===== src/rtl/sfc_pkg.sv =====
package sfc_pkg;

    // system clock
    localparam int CLK_MHZ = 125;

    // power-on reset windows, microseconds
    localparam int T_POR_FAST_MIN_US = 3000;
    localparam int T_POR_FAST_MAX_US = 9000;
    localparam int T_POR_STD_MIN_US  = 50000;
    localparam int T_POR_STD_MAX_US  = 200000;

    // hold time aims at the middle of each window
    localparam logic [23:0] POR_FAST_CYCLES =
        24'(((T_POR_FAST_MIN_US + T_POR_FAST_MAX_US) / 2) * CLK_MHZ);
    localparam logic [23:0] POR_STD_CYCLES =
        24'(((T_POR_STD_MIN_US + T_POR_STD_MAX_US) / 2) * CLK_MHZ);

    // error restart time-out, longest time, rounded down
    localparam int T_RESTART_MAX_US = 230;
    localparam logic [23:0] RESTART_CYCLES =
        24'(T_RESTART_MAX_US * CLK_MHZ);

    // least low time of a reconfiguration request (kept by the far side)
    localparam int T_RECONFIG_MIN_NS = 500;

    // serial clock limits and divider (125 / 4 = 31.25 MHz)
    localparam int SCLK_MIN_MHZ = 20;
    localparam int SCLK_TYP_MHZ = 30;
    localparam int SCLK_MAX_MHZ = 40;
    localparam int SCLK_DIV     = (CLK_MHZ + SCLK_MAX_MHZ - 1) / SCLK_MAX_MHZ;
    localparam logic [1:0] SCLK_PHASE_LAST = 2'(SCLK_DIV - 1);

    // internal initialization oscillator, about 10 MHz
    localparam int INIT_OSC_MHZ = 10;
    localparam logic [3:0] INIT_OSC_DIV =
        4'((CLK_MHZ + INIT_OSC_MHZ - 1) / INIT_OSC_MHZ);
    localparam logic [23:0] INIT_CYCLES = 24'hC71;

    // flash read sequence
    localparam logic [7:0]  FLASH_READ_CMD  = 8'h03;
    localparam logic [23:0] FLASH_START_ADR = 24'h000000;
    localparam logic [31:0] CMD_BITS        = 32'h00000020;

    // position of the init-done enable bit in the first frame
    localparam logic [31:0] INIT_DONE_OPT_POS = 32'h00000000;

    // scheme_select codes that pick the fast power-on hold
    localparam logic [3:0] SCHEME_FAST_A = 4'h4;
    localparam logic [3:0] SCHEME_FAST_B = 4'hD;

    // bit positions inside the synchronised pin vector
    localparam int PIN_RECONFIG = 0;
    localparam int PIN_STATUS   = 1;
    localparam int PIN_LOAD     = 2;
    localparam int PIN_USERCLK  = 3;
    localparam int PIN_DATA     = 4;
    localparam int PIN_SCHEME   = 5;
    localparam int PIN_WIDTH    = 9;

    typedef enum logic [2:0] {
        ST_POR,
        ST_RESET,
        ST_CMD,
        ST_DATA,
        ST_WAIT_DONE,
        ST_INIT,
        ST_USER,
        ST_ERROR
    } sfc_state_type;

endpackage


===== src/rtl/sfc_pin_sync.sv =====
`timescale 1ns/1ps
module sfc_pin_sync #(
    parameter int WIDTH = 1
) (
    input  wire logic             i_clk_sys,
    input  wire logic             i_reset_n,
    input  wire logic [WIDTH-1:0] i_pins,
    output logic      [WIDTH-1:0] o_level,
    output logic      [WIDTH-1:0] o_rise
);

    typedef struct packed {
        logic [WIDTH-1:0] meta;
        logic [WIDTH-1:0] level;
        logic [WIDTH-1:0] last;
    } sfc_sync_type;

    sfc_sync_type r;
    sfc_sync_type n;

    // meta is read only by level; edges come from level and last
    always_comb begin
        n       = r;
        n.meta  = i_pins;
        n.level = r.meta;
        n.last  = r.level;
    end

    always_ff @(posedge i_clk_sys or negedge i_reset_n) begin
        if (!i_reset_n) begin
            r <= '0;
        end else begin
            r <= n;
        end
    end

    assign o_level = r.level;
    assign o_rise  = r.level & ~r.last;

endmodule // sfc_pin_sync


===== src/rtl/sfc_config_master.sv =====
`timescale 1ns/1ps
module sfc_config_master
    import sfc_pkg::*;
#(
    parameter logic [23:0] POR_FAST_HOLD = POR_FAST_CYCLES,
    parameter logic [23:0] POR_STD_HOLD  = POR_STD_CYCLES,
    parameter logic [23:0] RESTART_HOLD  = RESTART_CYCLES
) (
    input  wire logic        i_clk_sys,
    input  wire logic        i_reset_n,
    input  wire logic [3:0]  i_scheme_select,
    input  wire logic        i_reconfig_req_n,
    input  wire logic        i_status_line,
    output logic             o_status_line_out,
    output logic             o_status_line_oe,
    input  wire logic        i_load_complete,
    output logic             o_load_complete_out,
    output logic             o_load_complete_oe,
    input  wire logic        i_config_serial_clock,
    output logic             o_config_serial_clock_out,
    output logic             o_config_serial_clock_oe,
    input  wire logic        i_select_output_low,
    output logic             o_select_output_low_out,
    output logic             o_select_output_low_oe,
    input  wire logic        i_serial_command_output,
    output logic             o_serial_command_output_out,
    output logic             o_serial_command_output_oe,
    input  wire logic        i_flash_data,
    input  wire logic        i_user_startup_clock,
    input  wire logic        i_user_clock_en,
    input  wire logic        i_auto_restart_en,
    input  wire logic        i_frame_error,
    input  wire logic [31:0] i_bitstream_bits,
    output logic             o_init_done_out,
    output logic             o_init_done_oe,
    output logic [7:0]       o_cfg_data,
    output logic             o_cfg_data_valid,
    output logic             o_core_reset_n,
    output logic             o_user_io_tristate,
    output logic             o_weak_pullup_en,
    output logic             o_user_mode,
    output logic [2:0]       o_stage
);

    typedef struct packed {
        sfc_state_type state;
        logic          scheme_fast;
        logic [23:0]   timer;
        logic [1:0]    phase;
        logic          sclk;
        logic          sel_n;
        logic [31:0]   shift;
        logic [31:0]   bit_cnt;
        logic [7:0]    byte_sh;
        logic [7:0]    data_out;
        logic          data_vld;
        logic [3:0]    osc_div;
        logic          init_done_en;
    } sfc_ctrl_type;

    sfc_ctrl_type r;
    sfc_ctrl_type r_nxt;

    logic [PIN_WIDTH-1:0] pin_lvl;
    logic [PIN_WIDTH-1:0] pin_rise;
    logic                 reconfig_s;
    logic                 status_s;
    logic                 load_s;
    logic                 data_s;
    logic                 user_tick;
    logic [3:0]           scheme_s;
    logic                 fall;
    logic                 osc_tick;
    logic                 init_tick;

    function automatic logic is_fast_scheme(input logic [3:0] code);
        return (code == SCHEME_FAST_A) || (code == SCHEME_FAST_B);
    endfunction

    function automatic logic link_active(input sfc_state_type st);
        return (st == ST_CMD) || (st == ST_DATA);
    endfunction

    // scheme, flash data, startup clock, load, status and request pins pass two flops before use
    sfc_pin_sync #(
        .WIDTH (PIN_WIDTH)
    ) u_pin_sync (
        .i_clk_sys (i_clk_sys),
        .i_reset_n (i_reset_n),
        .i_pins    ({i_scheme_select, i_flash_data, i_user_startup_clock,
                     i_load_complete, i_status_line, i_reconfig_req_n}),
        .o_level   (pin_lvl),
        .o_rise    (pin_rise)
    );

    assign reconfig_s = pin_lvl[PIN_RECONFIG];
    assign status_s   = pin_lvl[PIN_STATUS];
    assign load_s     = pin_lvl[PIN_LOAD];
    assign data_s     = pin_lvl[PIN_DATA];
    assign user_tick  = pin_rise[PIN_USERCLK];
    assign scheme_s   = pin_lvl[PIN_SCHEME +: 4];

    // falling edge of the serial clock is the end of the last phase
    assign fall      = link_active(r.state) && (r.phase == SCLK_PHASE_LAST);
    assign osc_tick  = (r.osc_div == INIT_OSC_DIV - 4'h1);
    assign init_tick = i_user_clock_en ? user_tick : osc_tick;

    always_comb begin
        r_nxt          = r;
        r_nxt.data_vld = 1'b0;

        // clock divider runs only while the flash is being read
        if (link_active(r.state)) begin
            r_nxt.phase = (r.phase == SCLK_PHASE_LAST) ? 2'h0 : r.phase + 2'h1;
            r_nxt.sclk  = r_nxt.phase[1];
        end

        unique case (r.state)
            ST_POR: begin
                // straps are re-read every cycle of the hold
                r_nxt.scheme_fast = is_fast_scheme(scheme_s);
                r_nxt.timer       = r.timer + 24'h1;
                if (r.scheme_fast && r.timer >= POR_FAST_HOLD - 24'h1) begin
                    r_nxt.state = ST_RESET;
                end else if (!r.scheme_fast &&
                             r.timer >= POR_STD_HOLD - 24'h1) begin
                    r_nxt.state = ST_RESET;
                end
            end
            ST_RESET: begin
                r_nxt.timer        = 24'h0;
                r_nxt.init_done_en = 1'b0;
                r_nxt.sel_n        = 1'b1;
                if (reconfig_s && status_s) begin
                    r_nxt.state   = ST_CMD;
                    r_nxt.sel_n   = 1'b0;
                    r_nxt.shift   = {FLASH_READ_CMD, FLASH_START_ADR};
                    r_nxt.bit_cnt = 32'h0;
                    r_nxt.phase   = 2'h0;
                    r_nxt.sclk    = 1'b0;
                end
            end
            ST_CMD: begin
                if (fall) begin
                    r_nxt.shift = {r.shift[30:0], 1'b0};
                    if (r.bit_cnt == CMD_BITS - 32'h1) begin
                        r_nxt.bit_cnt = 32'h0;
                        r_nxt.state   = ST_DATA;
                    end else begin
                        r_nxt.bit_cnt = r.bit_cnt + 32'h1;
                    end
                end
            end
            ST_DATA: begin
                if (fall) begin
                    r_nxt.byte_sh = {r.byte_sh[6:0], data_s};
                    if (r.bit_cnt == INIT_DONE_OPT_POS && data_s) begin
                        r_nxt.init_done_en = 1'b1;
                    end
                    if (r.bit_cnt[2:0] == 3'h7) begin
                        r_nxt.data_out = {r.byte_sh[6:0], data_s};
                        r_nxt.data_vld = 1'b1;
                    end
                    if (r.bit_cnt >= i_bitstream_bits - 32'h1) begin
                        r_nxt.state = ST_WAIT_DONE;
                        r_nxt.sel_n = 1'b1;
                        r_nxt.phase = 2'h0;
                        r_nxt.sclk  = 1'b0;
                    end else begin
                        r_nxt.bit_cnt = r.bit_cnt + 32'h1;
                    end
                end
            end
            ST_WAIT_DONE: begin
                r_nxt.timer   = 24'h0;
                r_nxt.osc_div = 4'h0;
                if (load_s) begin
                    r_nxt.state = ST_INIT;
                end
            end
            ST_INIT: begin
                r_nxt.osc_div = osc_tick ? 4'h0 : r.osc_div + 4'h1;
                if (init_tick) begin
                    r_nxt.timer = r.timer + 24'h1;
                    if (r.timer == INIT_CYCLES - 24'h1) begin
                        r_nxt.state = ST_USER;
                    end
                end
            end
            ST_USER: begin
                r_nxt.timer = 24'h0;
            end
            ST_ERROR: begin
                // select held high across the time-out resets the flash
                r_nxt.sel_n = 1'b1;
                if (i_auto_restart_en) begin
                    r_nxt.timer = r.timer + 24'h1;
                    if (r.timer >= RESTART_HOLD - 24'h1) begin
                        r_nxt.state = ST_RESET;
                    end
                end
            end
        endcase

        if (link_active(r.state) && i_frame_error) begin
            r_nxt.state = ST_ERROR;
            r_nxt.timer = 24'h0;
            r_nxt.sel_n = 1'b1;
            r_nxt.phase = 2'h0;
            r_nxt.sclk  = 1'b0;
        end

        // a reconfiguration request overrides every stage but power-on
        if (r.state != ST_POR && !reconfig_s) begin
            r_nxt.state = ST_RESET;
            r_nxt.timer = 24'h0;
            r_nxt.sel_n = 1'b1;
            r_nxt.phase = 2'h0;
            r_nxt.sclk  = 1'b0;
        end
    end

    always_ff @(posedge i_clk_sys or negedge i_reset_n) begin
        if (!i_reset_n) begin
            r              <= '0;
            r.state        <= ST_POR;
            r.sel_n        <= 1'b1;
        end else begin
            r <= r_nxt;
        end
    end

    // open-drain lines only ever pull low
    assign o_status_line_out = 1'b0;
    assign o_status_line_oe  = (r.state == ST_POR) ||
                               (r.state == ST_ERROR) ||
                               (r.state == ST_RESET && !reconfig_s);

    assign o_load_complete_out = 1'b0;
    assign o_load_complete_oe  = (r.state == ST_POR) ||
                                 (r.state == ST_RESET) ||
                                 (r.state == ST_CMD) ||
                                 (r.state == ST_DATA) ||
                                 (r.state == ST_ERROR);

    // flash pins drive only while reading or resetting the flash
    assign o_config_serial_clock_out   = r.sclk;
    assign o_config_serial_clock_oe    = link_active(r.state) ||
                                         (r.state == ST_ERROR);
    assign o_select_output_low_out     = r.sel_n;
    assign o_select_output_low_oe      = link_active(r.state) ||
                                         (r.state == ST_ERROR);
    assign o_serial_command_output_out = r.shift[31];
    assign o_serial_command_output_oe  = link_active(r.state);

    assign o_init_done_out = 1'b0;
    assign o_init_done_oe  = r.init_done_en && (r.state != ST_USER);

    assign o_cfg_data       = r.data_out;
    assign o_cfg_data_valid = r.data_vld;

    assign o_core_reset_n     = (r.state == ST_USER);
    assign o_user_io_tristate = (r.state != ST_USER);
    assign o_weak_pullup_en   = (r.state != ST_POR) &&
                                (r.state != ST_USER);
    assign o_user_mode        = (r.state == ST_USER);
    assign o_stage            = r.state;

endmodule // sfc_config_master


===== config.mk =====
export PLATFORM = sky130hd
export DESIGN_NAME = sfc_config_master
export DESIGN_NICKNAME = d
export VERILOG_FILES = /design/src/rtl/sfc_pkg.sv /design/src/rtl/sfc_pin_sync.sv /design/src/rtl/sfc_config_master.sv
export SDC_FILE = /design/constraint.sdc
export NUM_CORES = 1
export LEC_CHECK = 0
export BUFFER_PORTS_ARGS = -buffer_cell sky130_fd_sc_hd__buf_2
export CAP_MARGIN = 15
export CORE_UTILIZATION = 40
export DETAILED_ROUTE_END_ITERATION = 7
export SLEW_MARGIN = 20
export SYNTH_ARGS = -nofsm -noshare
export SYNTH_HDL_FRONTEND = slang
export SYNTH_SLANG_ARGS = --single-unit

===== constraint.sdc =====
create_clock -name i_clk_sys -period 3.2 [get_ports i_clk_sys]
set_clock_uncertainty 0.2 [all_clocks]
set_input_delay 0.16 -clock i_clk_sys [delete_from_list [all_inputs] [get_ports i_clk_sys]]
set_output_delay 0.16 -clock i_clk_sys [all_outputs]
set_load 0.005 [all_outputs]

**Yosys cells after proc, flatten, opt, wreduce, memory -nomap -nowiden**

Cells that the tools add are included.

- Register bits: 140
- Bits of input ports: 49
- Word-level logic and storage cells: 139

- $add $sub $neg: 5
- Magnitude comparators: 4
- Eq/ne operators: 31
- Mux-type cells: 41
- Bitwise operators: 2
- Reductions and logical operators: 40

Operators by type and width:

| cell | count |
|---|---|
| 24-bit case mux with 4 select lines | 1 |
| 32-bit case mux with 3 select lines | 1 |
| 68-bit two-way mux | 1 |
| 32-bit two-way mux | 2 |
| 64-bit two-way mux | 1 |
| 32-bit case mux with 2 select lines | 1 |
| 28-bit two-way mux | 2 |
| 49-bit two-way mux | 1 |
| 24-bit two-way mux | 2 |
| 3-bit two-way mux | 15 |
| 32-bit by 1-bit adder with 32-bit output (second input constant) | 1 |
| 32-bit by 5-bit == test with 1-bit output (second input constant) | 1 |
| 32-bit >= comparator | 1 |
| 32-bit logical NOT | 1 |
| 32-bit by 1-bit subtractor with 32-bit output (second input constant) | 1 |
| 4-bit != test (second input constant) | 7 |
| 24-bit by 1-bit adder with 24-bit output (second input constant) | 1 |
| 24-bit by 12-bit == test with 1-bit output (second input constant) | 1 |
| 24-bit by 15-bit >= comparator with 1-bit output (second input constant) | 1 |
| 24-bit by 20-bit >= comparator with 1-bit output (second input constant) | 1 |
| 24-bit >= comparator (second input constant) | 1 |
| 3-bit case mux with 7 select lines | 1 |
| 3-bit == test (second input constant) | 5 |
| 3-bit AND reduction | 5 |
| 36 further kinds | 68 |

**Logic depth before layout (Yosys ltp)**

- Depth after elaboration: 8
- Gate-level depth with buffers: 18

**Modules after synthesis**

A second synthesis with hierarchy kept.

- Cells, all modules: 834
- Area, all modules: 7,637.3 µm²

By module, submodules not included:

| module | instances | cells an instance | area an instance (µm²) |
|---|---|---|---|
| sfc_config_master | 1 | 789 | 6,770.2 |
| sfc_pin_sync | 1 | 45 | 867.1 |

**Worst setup path after synthesis**

OpenSTA, ideal clock, no wires.

- Path kind: input-to-reg
- Start point: input port i_bitstream_bits[5]
- End point: register r[39] (netlist name)
- Library setup time: 0.103 ns
- Data arrival time: 4.030 ns
- Required time: 2.897 ns
- Slack: -1.134 ns
- Cell stages on the path: 18
- Path buffers: 3
- Cells stage by stage: nor4_1 -> nand2_1 -> or4_1 -> clkbuf_1 -> nor4_2 -> nand3_1 -> nor3_1 -> xnor2_1 -> ha_1 -> a21o_1 -> a21o_1 -> a221oi_1 -> o21ai_0 -> o21a_1 -> buf_6 -> or3_4 -> buf_6 -> o41ai_2

- Cells in the longest elaborated chain, start to end: 4

Ends and longest elaborated chain:

| element | line | text |
|---|---|---|
| start, declared | sfc_config_master.sv:33 | `input wire logic [31:0] i_bitstream_bits,` |
| 32-bit by 1-bit subtractor with 32-bit output | sfc_config_master.sv:164 | `if (r.bit_cnt >= i_bitstream_bits - 32'h1) begin` |
| 32-bit >= comparator | sfc_config_master.sv:164 |  |
| 2-bit != test (no source line) | -- |  |
| 5-bit AND reduction (no source line) | -- |  |
| end signal, assigned | sfc_config_master.sv:229 | `r <= r_nxt;` |
| end, declared | sfc_config_master.sv:61 | `sfc_ctrl_type r;` |

Every way passes these cells.
A chain may end at the register's enable or synchronous reset.

**Worst setup path in the final report**

- Start point: input port i_bitstream_bits[6]
- End point: register r[41] (netlist name)

The elaborated chain is that of the path after synthesis.

==> flow_summary_export.csv <==
group,metric,value,unit
run_status,status,"complete, but fails checks",
run_status,violations,"setup timing",
floorplanning,rows,48,
global_routing,grt_pass1_vias,5947,
cts,cts_buffers,9,
power_and_ir_drop,clkPwrFrac,28.3,%
finish,layout-drive-gt1-share,25.7,%
finish,regArea,2800,µm²
power_and_ir_drop,vdd_ir_drop_max,0.000297,V
placement,dp_hpwl,13.0,mm
setup_path,critPathArrivalTime,3920,ps
yosys,synth.distinct_cells,58,
yosys,synth-seq-area-share,39.5,%
hold_path,hold_path.class,"input port to asynchronous set/reset pin",
global_routing,grt_start_max_net_pins,45,
yosys,syn_area,7090,µm²
setup_path,worstPathCellList,"buf_6 > or3_4 > or4_4 > nor4_4 > nand3_2 > nor3_2 > xnor2_1 > ha_1 > a21o_1 > a21o_1 > a221oi_2 > o21ai_1 > o21a_1 > or3_4 > buf_12 > o31ai_1",
floorplanning,die_x,135,µm
cts,insertion_delay,360,ps
yosys,yosys.area.top_type,"dfrtp_1",
routing,wire_per_inst,15.4,µm
cts,clkTransAtPathRegs,70,ps
floorplanning,die_h,135,µm
routing,drtAntennaViolNets,0,
cts,cts_root_buffer,"clkbuf_16",
finish,area_growth,26.3,%
sta,maxSlewHeadroom,55.7,%
placement,place.port_buffers,70,
setup_path,slowest_delay,570,ps
power_and_ir_drop,comb_power_share,31.7,%
yosys,synth-edff-count,0,
power_and_ir_drop,intPower,2.73,mW
setup_path,slowest_stage,"or4_4",
yosys,synthArstFlopShare,100,%
sta,hold_violations,0,
routing,drt-initial-drc-count,404,
placement,dp_slack,-1360,ps
sta,worst_pin_slew,659,ps
routing,first_pass_iters,4,
global_routing,grt.total_usage,20.5,%
floorplanning,core,17300,µm²
global_routing,grt_pass1_wl,29.7,mm
yosys,ys_seq_elements,112,
cts,cts_num_sinks,112,
yosys,yosysWarnings,0,
yosys,synthTopCellsByArea,"dfrtp_1, ha_1, o31ai_1",
cts,cts_tree,"built",
cts,clk_path_buf_depth,2,
sta,final-setup-viol-count,38,
placement,gp_congestion,0.871,
floorplanning,initial_core_util,41.0,%
yosys,synth.most_common_cell,"dfrtp_1",
setup_path,cp-start-kind,"input port",
routing,via_count,6292,
routing,wirelength,17.9,mm
global_routing,grt_overflow,0,
global_routing,antenna_found_initial,0,
finish,fin_nets,1027,
sta,period_minus_slack,3860,ps
finish,diodes,0,
finish,multi_input_area,4240,µm²
floorplanning,dieArea,18300,µm²
sta,fin_crit_sh,121,%
power_and_ir_drop,p_seq_share,40.0,%
yosys,synthCells,803,
setup_path,crit_required,3260,ps
setup_path,critPathKind,"input port to flip-flop",
power_and_ir_drop,power.density,466,nW/µm²
setup_path,reg2regPathDepth,10,
sta,fin_ws,-658,ps
run,maxCapViolations,0,
sta,grt_setup_unrepaired,"true",
sta,max_freq,259,MHz
yosys,synth.avg_cell_area,8.83,µm²
routing,vias_per_cell,5.40,
setup_path,critPathCaptureType,"flip-flop",
routing,drc,0,
setup_path,cp_max_fo,14,
power_and_ir_drop,switching_share,34.6,%
power_and_ir_drop,p_total,4.17,mW
floorplanning,pin_count,77,
sta,slew_viol_final,0,
yosys,synth_top_area_share,39.2,%
cts,h-tree-depth,3,
power_and_ir_drop,total_leakage_power,4.02,nW
finish,nFillCells,1658,
power_and_ir_drop,p_switching,1.44,mW
yosys,ys_top_cells_by_count,"dfrtp_1, nand2_1, nor2_1, o31ai_1, o21ai_0",
yosys,ys.flop_type,"dfrtp_1",
## routing by layer
metal  wire length, µm  GRT usage, %  share of wire, %
met3               657          2.69               3.7
met2              8380          33.4                47
met4               321          7.43               1.8
met5                 0             0                 0
met1              8580          27.9                48
## per-stage QoR
step | hold slack, ps | instance area (µm²) | utilization, % | instances | TNS, ps
after floorplan | -336 | 7180 | - | 805 | -33540
after global routing | 163 | 8960 | 51.8 | 1165 | -26800
after global placement | -1.77 | 8190 | 47.4 | 1133 | -43340
after detailed placement | 2.58 | 8190 | 47.4 | 1133 | -46740
final | 136 | 8960 | 51.8 | 1165 | -20020
after CTS | 149 | 8910 | 51.5 | 1164 | -19950
## logic make-up (layout without fill, tap and decap cells)
kind of cell,Yosys count,after routing,share of synthesized area [%]
compound gates,176,176,16.3
xor+xnor,49,49,6.05
fa+ha+maj,43,43,7.59
buf+inv,77,212,5.20
flops,112,112,39.5
mux,8,8,1.27
other cells,1,3,0.0529
simple gates,337,337,24.0
## final cells by class
class                      count  area share, %
timing repair buffer         172           13.8
sequential                   112           31.3
inverter                      24           1.01
tap                          225           3.14
clock buffer                  12           2.86
multi-input combinational    616           47.3
clock inverter                 4          0.573
## final timing paths
check	slack [ps]	endpoint	startpoint
hold / removal	140	r[4]	i_reset_n
max in group asynchronous	1830	o_select_output_low_out	i_reset_n
hold reg to reg	150	u_pin_sync.o_level[0]	u_pin_sync.n[9]
setup reg to reg	120	r[41]	r[22]
min in group i_clk_sys	150	u_pin_sync.o_level[0]	u_pin_sync.n[9]
setup / recovery	-660	r[41]	i_bitstream_bits[6]
## power groups by stage
| stage | Combinational [mW] | Clock [mW] | Sequential (mW) |
|---|---|---|---|
| 4_1_cts | 1.32 | 1.21 | 1.66 |
| 3_5_place_dp | 1.28 | 0 | 1.69 |
| 6_report | 1.32 | 1.18 | 1.67 |
| 2_1_floorplan | 0.828 | 0 | 1.64 |
| 3_3_place_gp | 1.26 | 0 | 1.69 |
| 5_1_grt | 1.49 | 1.26 | 1.69 |
## cells in the final DEF (no fill, tap or decap), types with 15 or more instances in the layout
cell / synthesis / layout
dfrtp_1: 111 / 111
nand2_1: 98 / 97
buf_4: 16 / 87
buf_2: 4 / 65
nor2_1: 63 / 62
ha_1: 43 / 43
nand3_1: 42 / 39
o21ai_0: 44 / 38
o31ai_1: 55 / 35
a21oi_1: 30 / 28
xnor2_1: 26 / 26
inv_1: 24 / 24
xor2_1: 23 / 23
o31ai_2: 0 / 18
nor3_1: 20 / 17
nand4_1: 17 / 17
nor4_1: 20 / 15
## critical path, delay by kind of cell
| kind | cells | cell delay, ps |
|---|---|---|
| and+or+nand+nor | 6 | 1970 |
| AOI/OAI and AO/OA | 6 | 1090 |
| buffers and inverters | 2 | 270 |
| adders and majority gates | 1 | 270 |
| xor gates and xnor gates | 1 | 150 |
## flip-flops by register name (all words and copies together) (netlist names)
| signal | count |
|---|---|
| o_config_serial_clock_out | 1 |
| o_serial_command_output_out | 1 |
| o_cfg_data_valid | 1 |
| u_pin_sync.r | 1 |
| u_pin_sync.o_level | 9 |
| o_select_output_low_out | 1 |
| o_cfg_data | 8 |
| r | 78 |
| u_pin_sync.n | 9 |
| o_stage | 3 |
## repair_timing
action	CTS	global route
gates cloned	1	0
gates resized for setup	52	7
endpoints found under the hold margin	51	0
endpoints found under the setup margin	38	38
hold buffers	11	0
buffers inserted	5	1
pin swaps	25	1
Power figures use the tool's default switching activity.
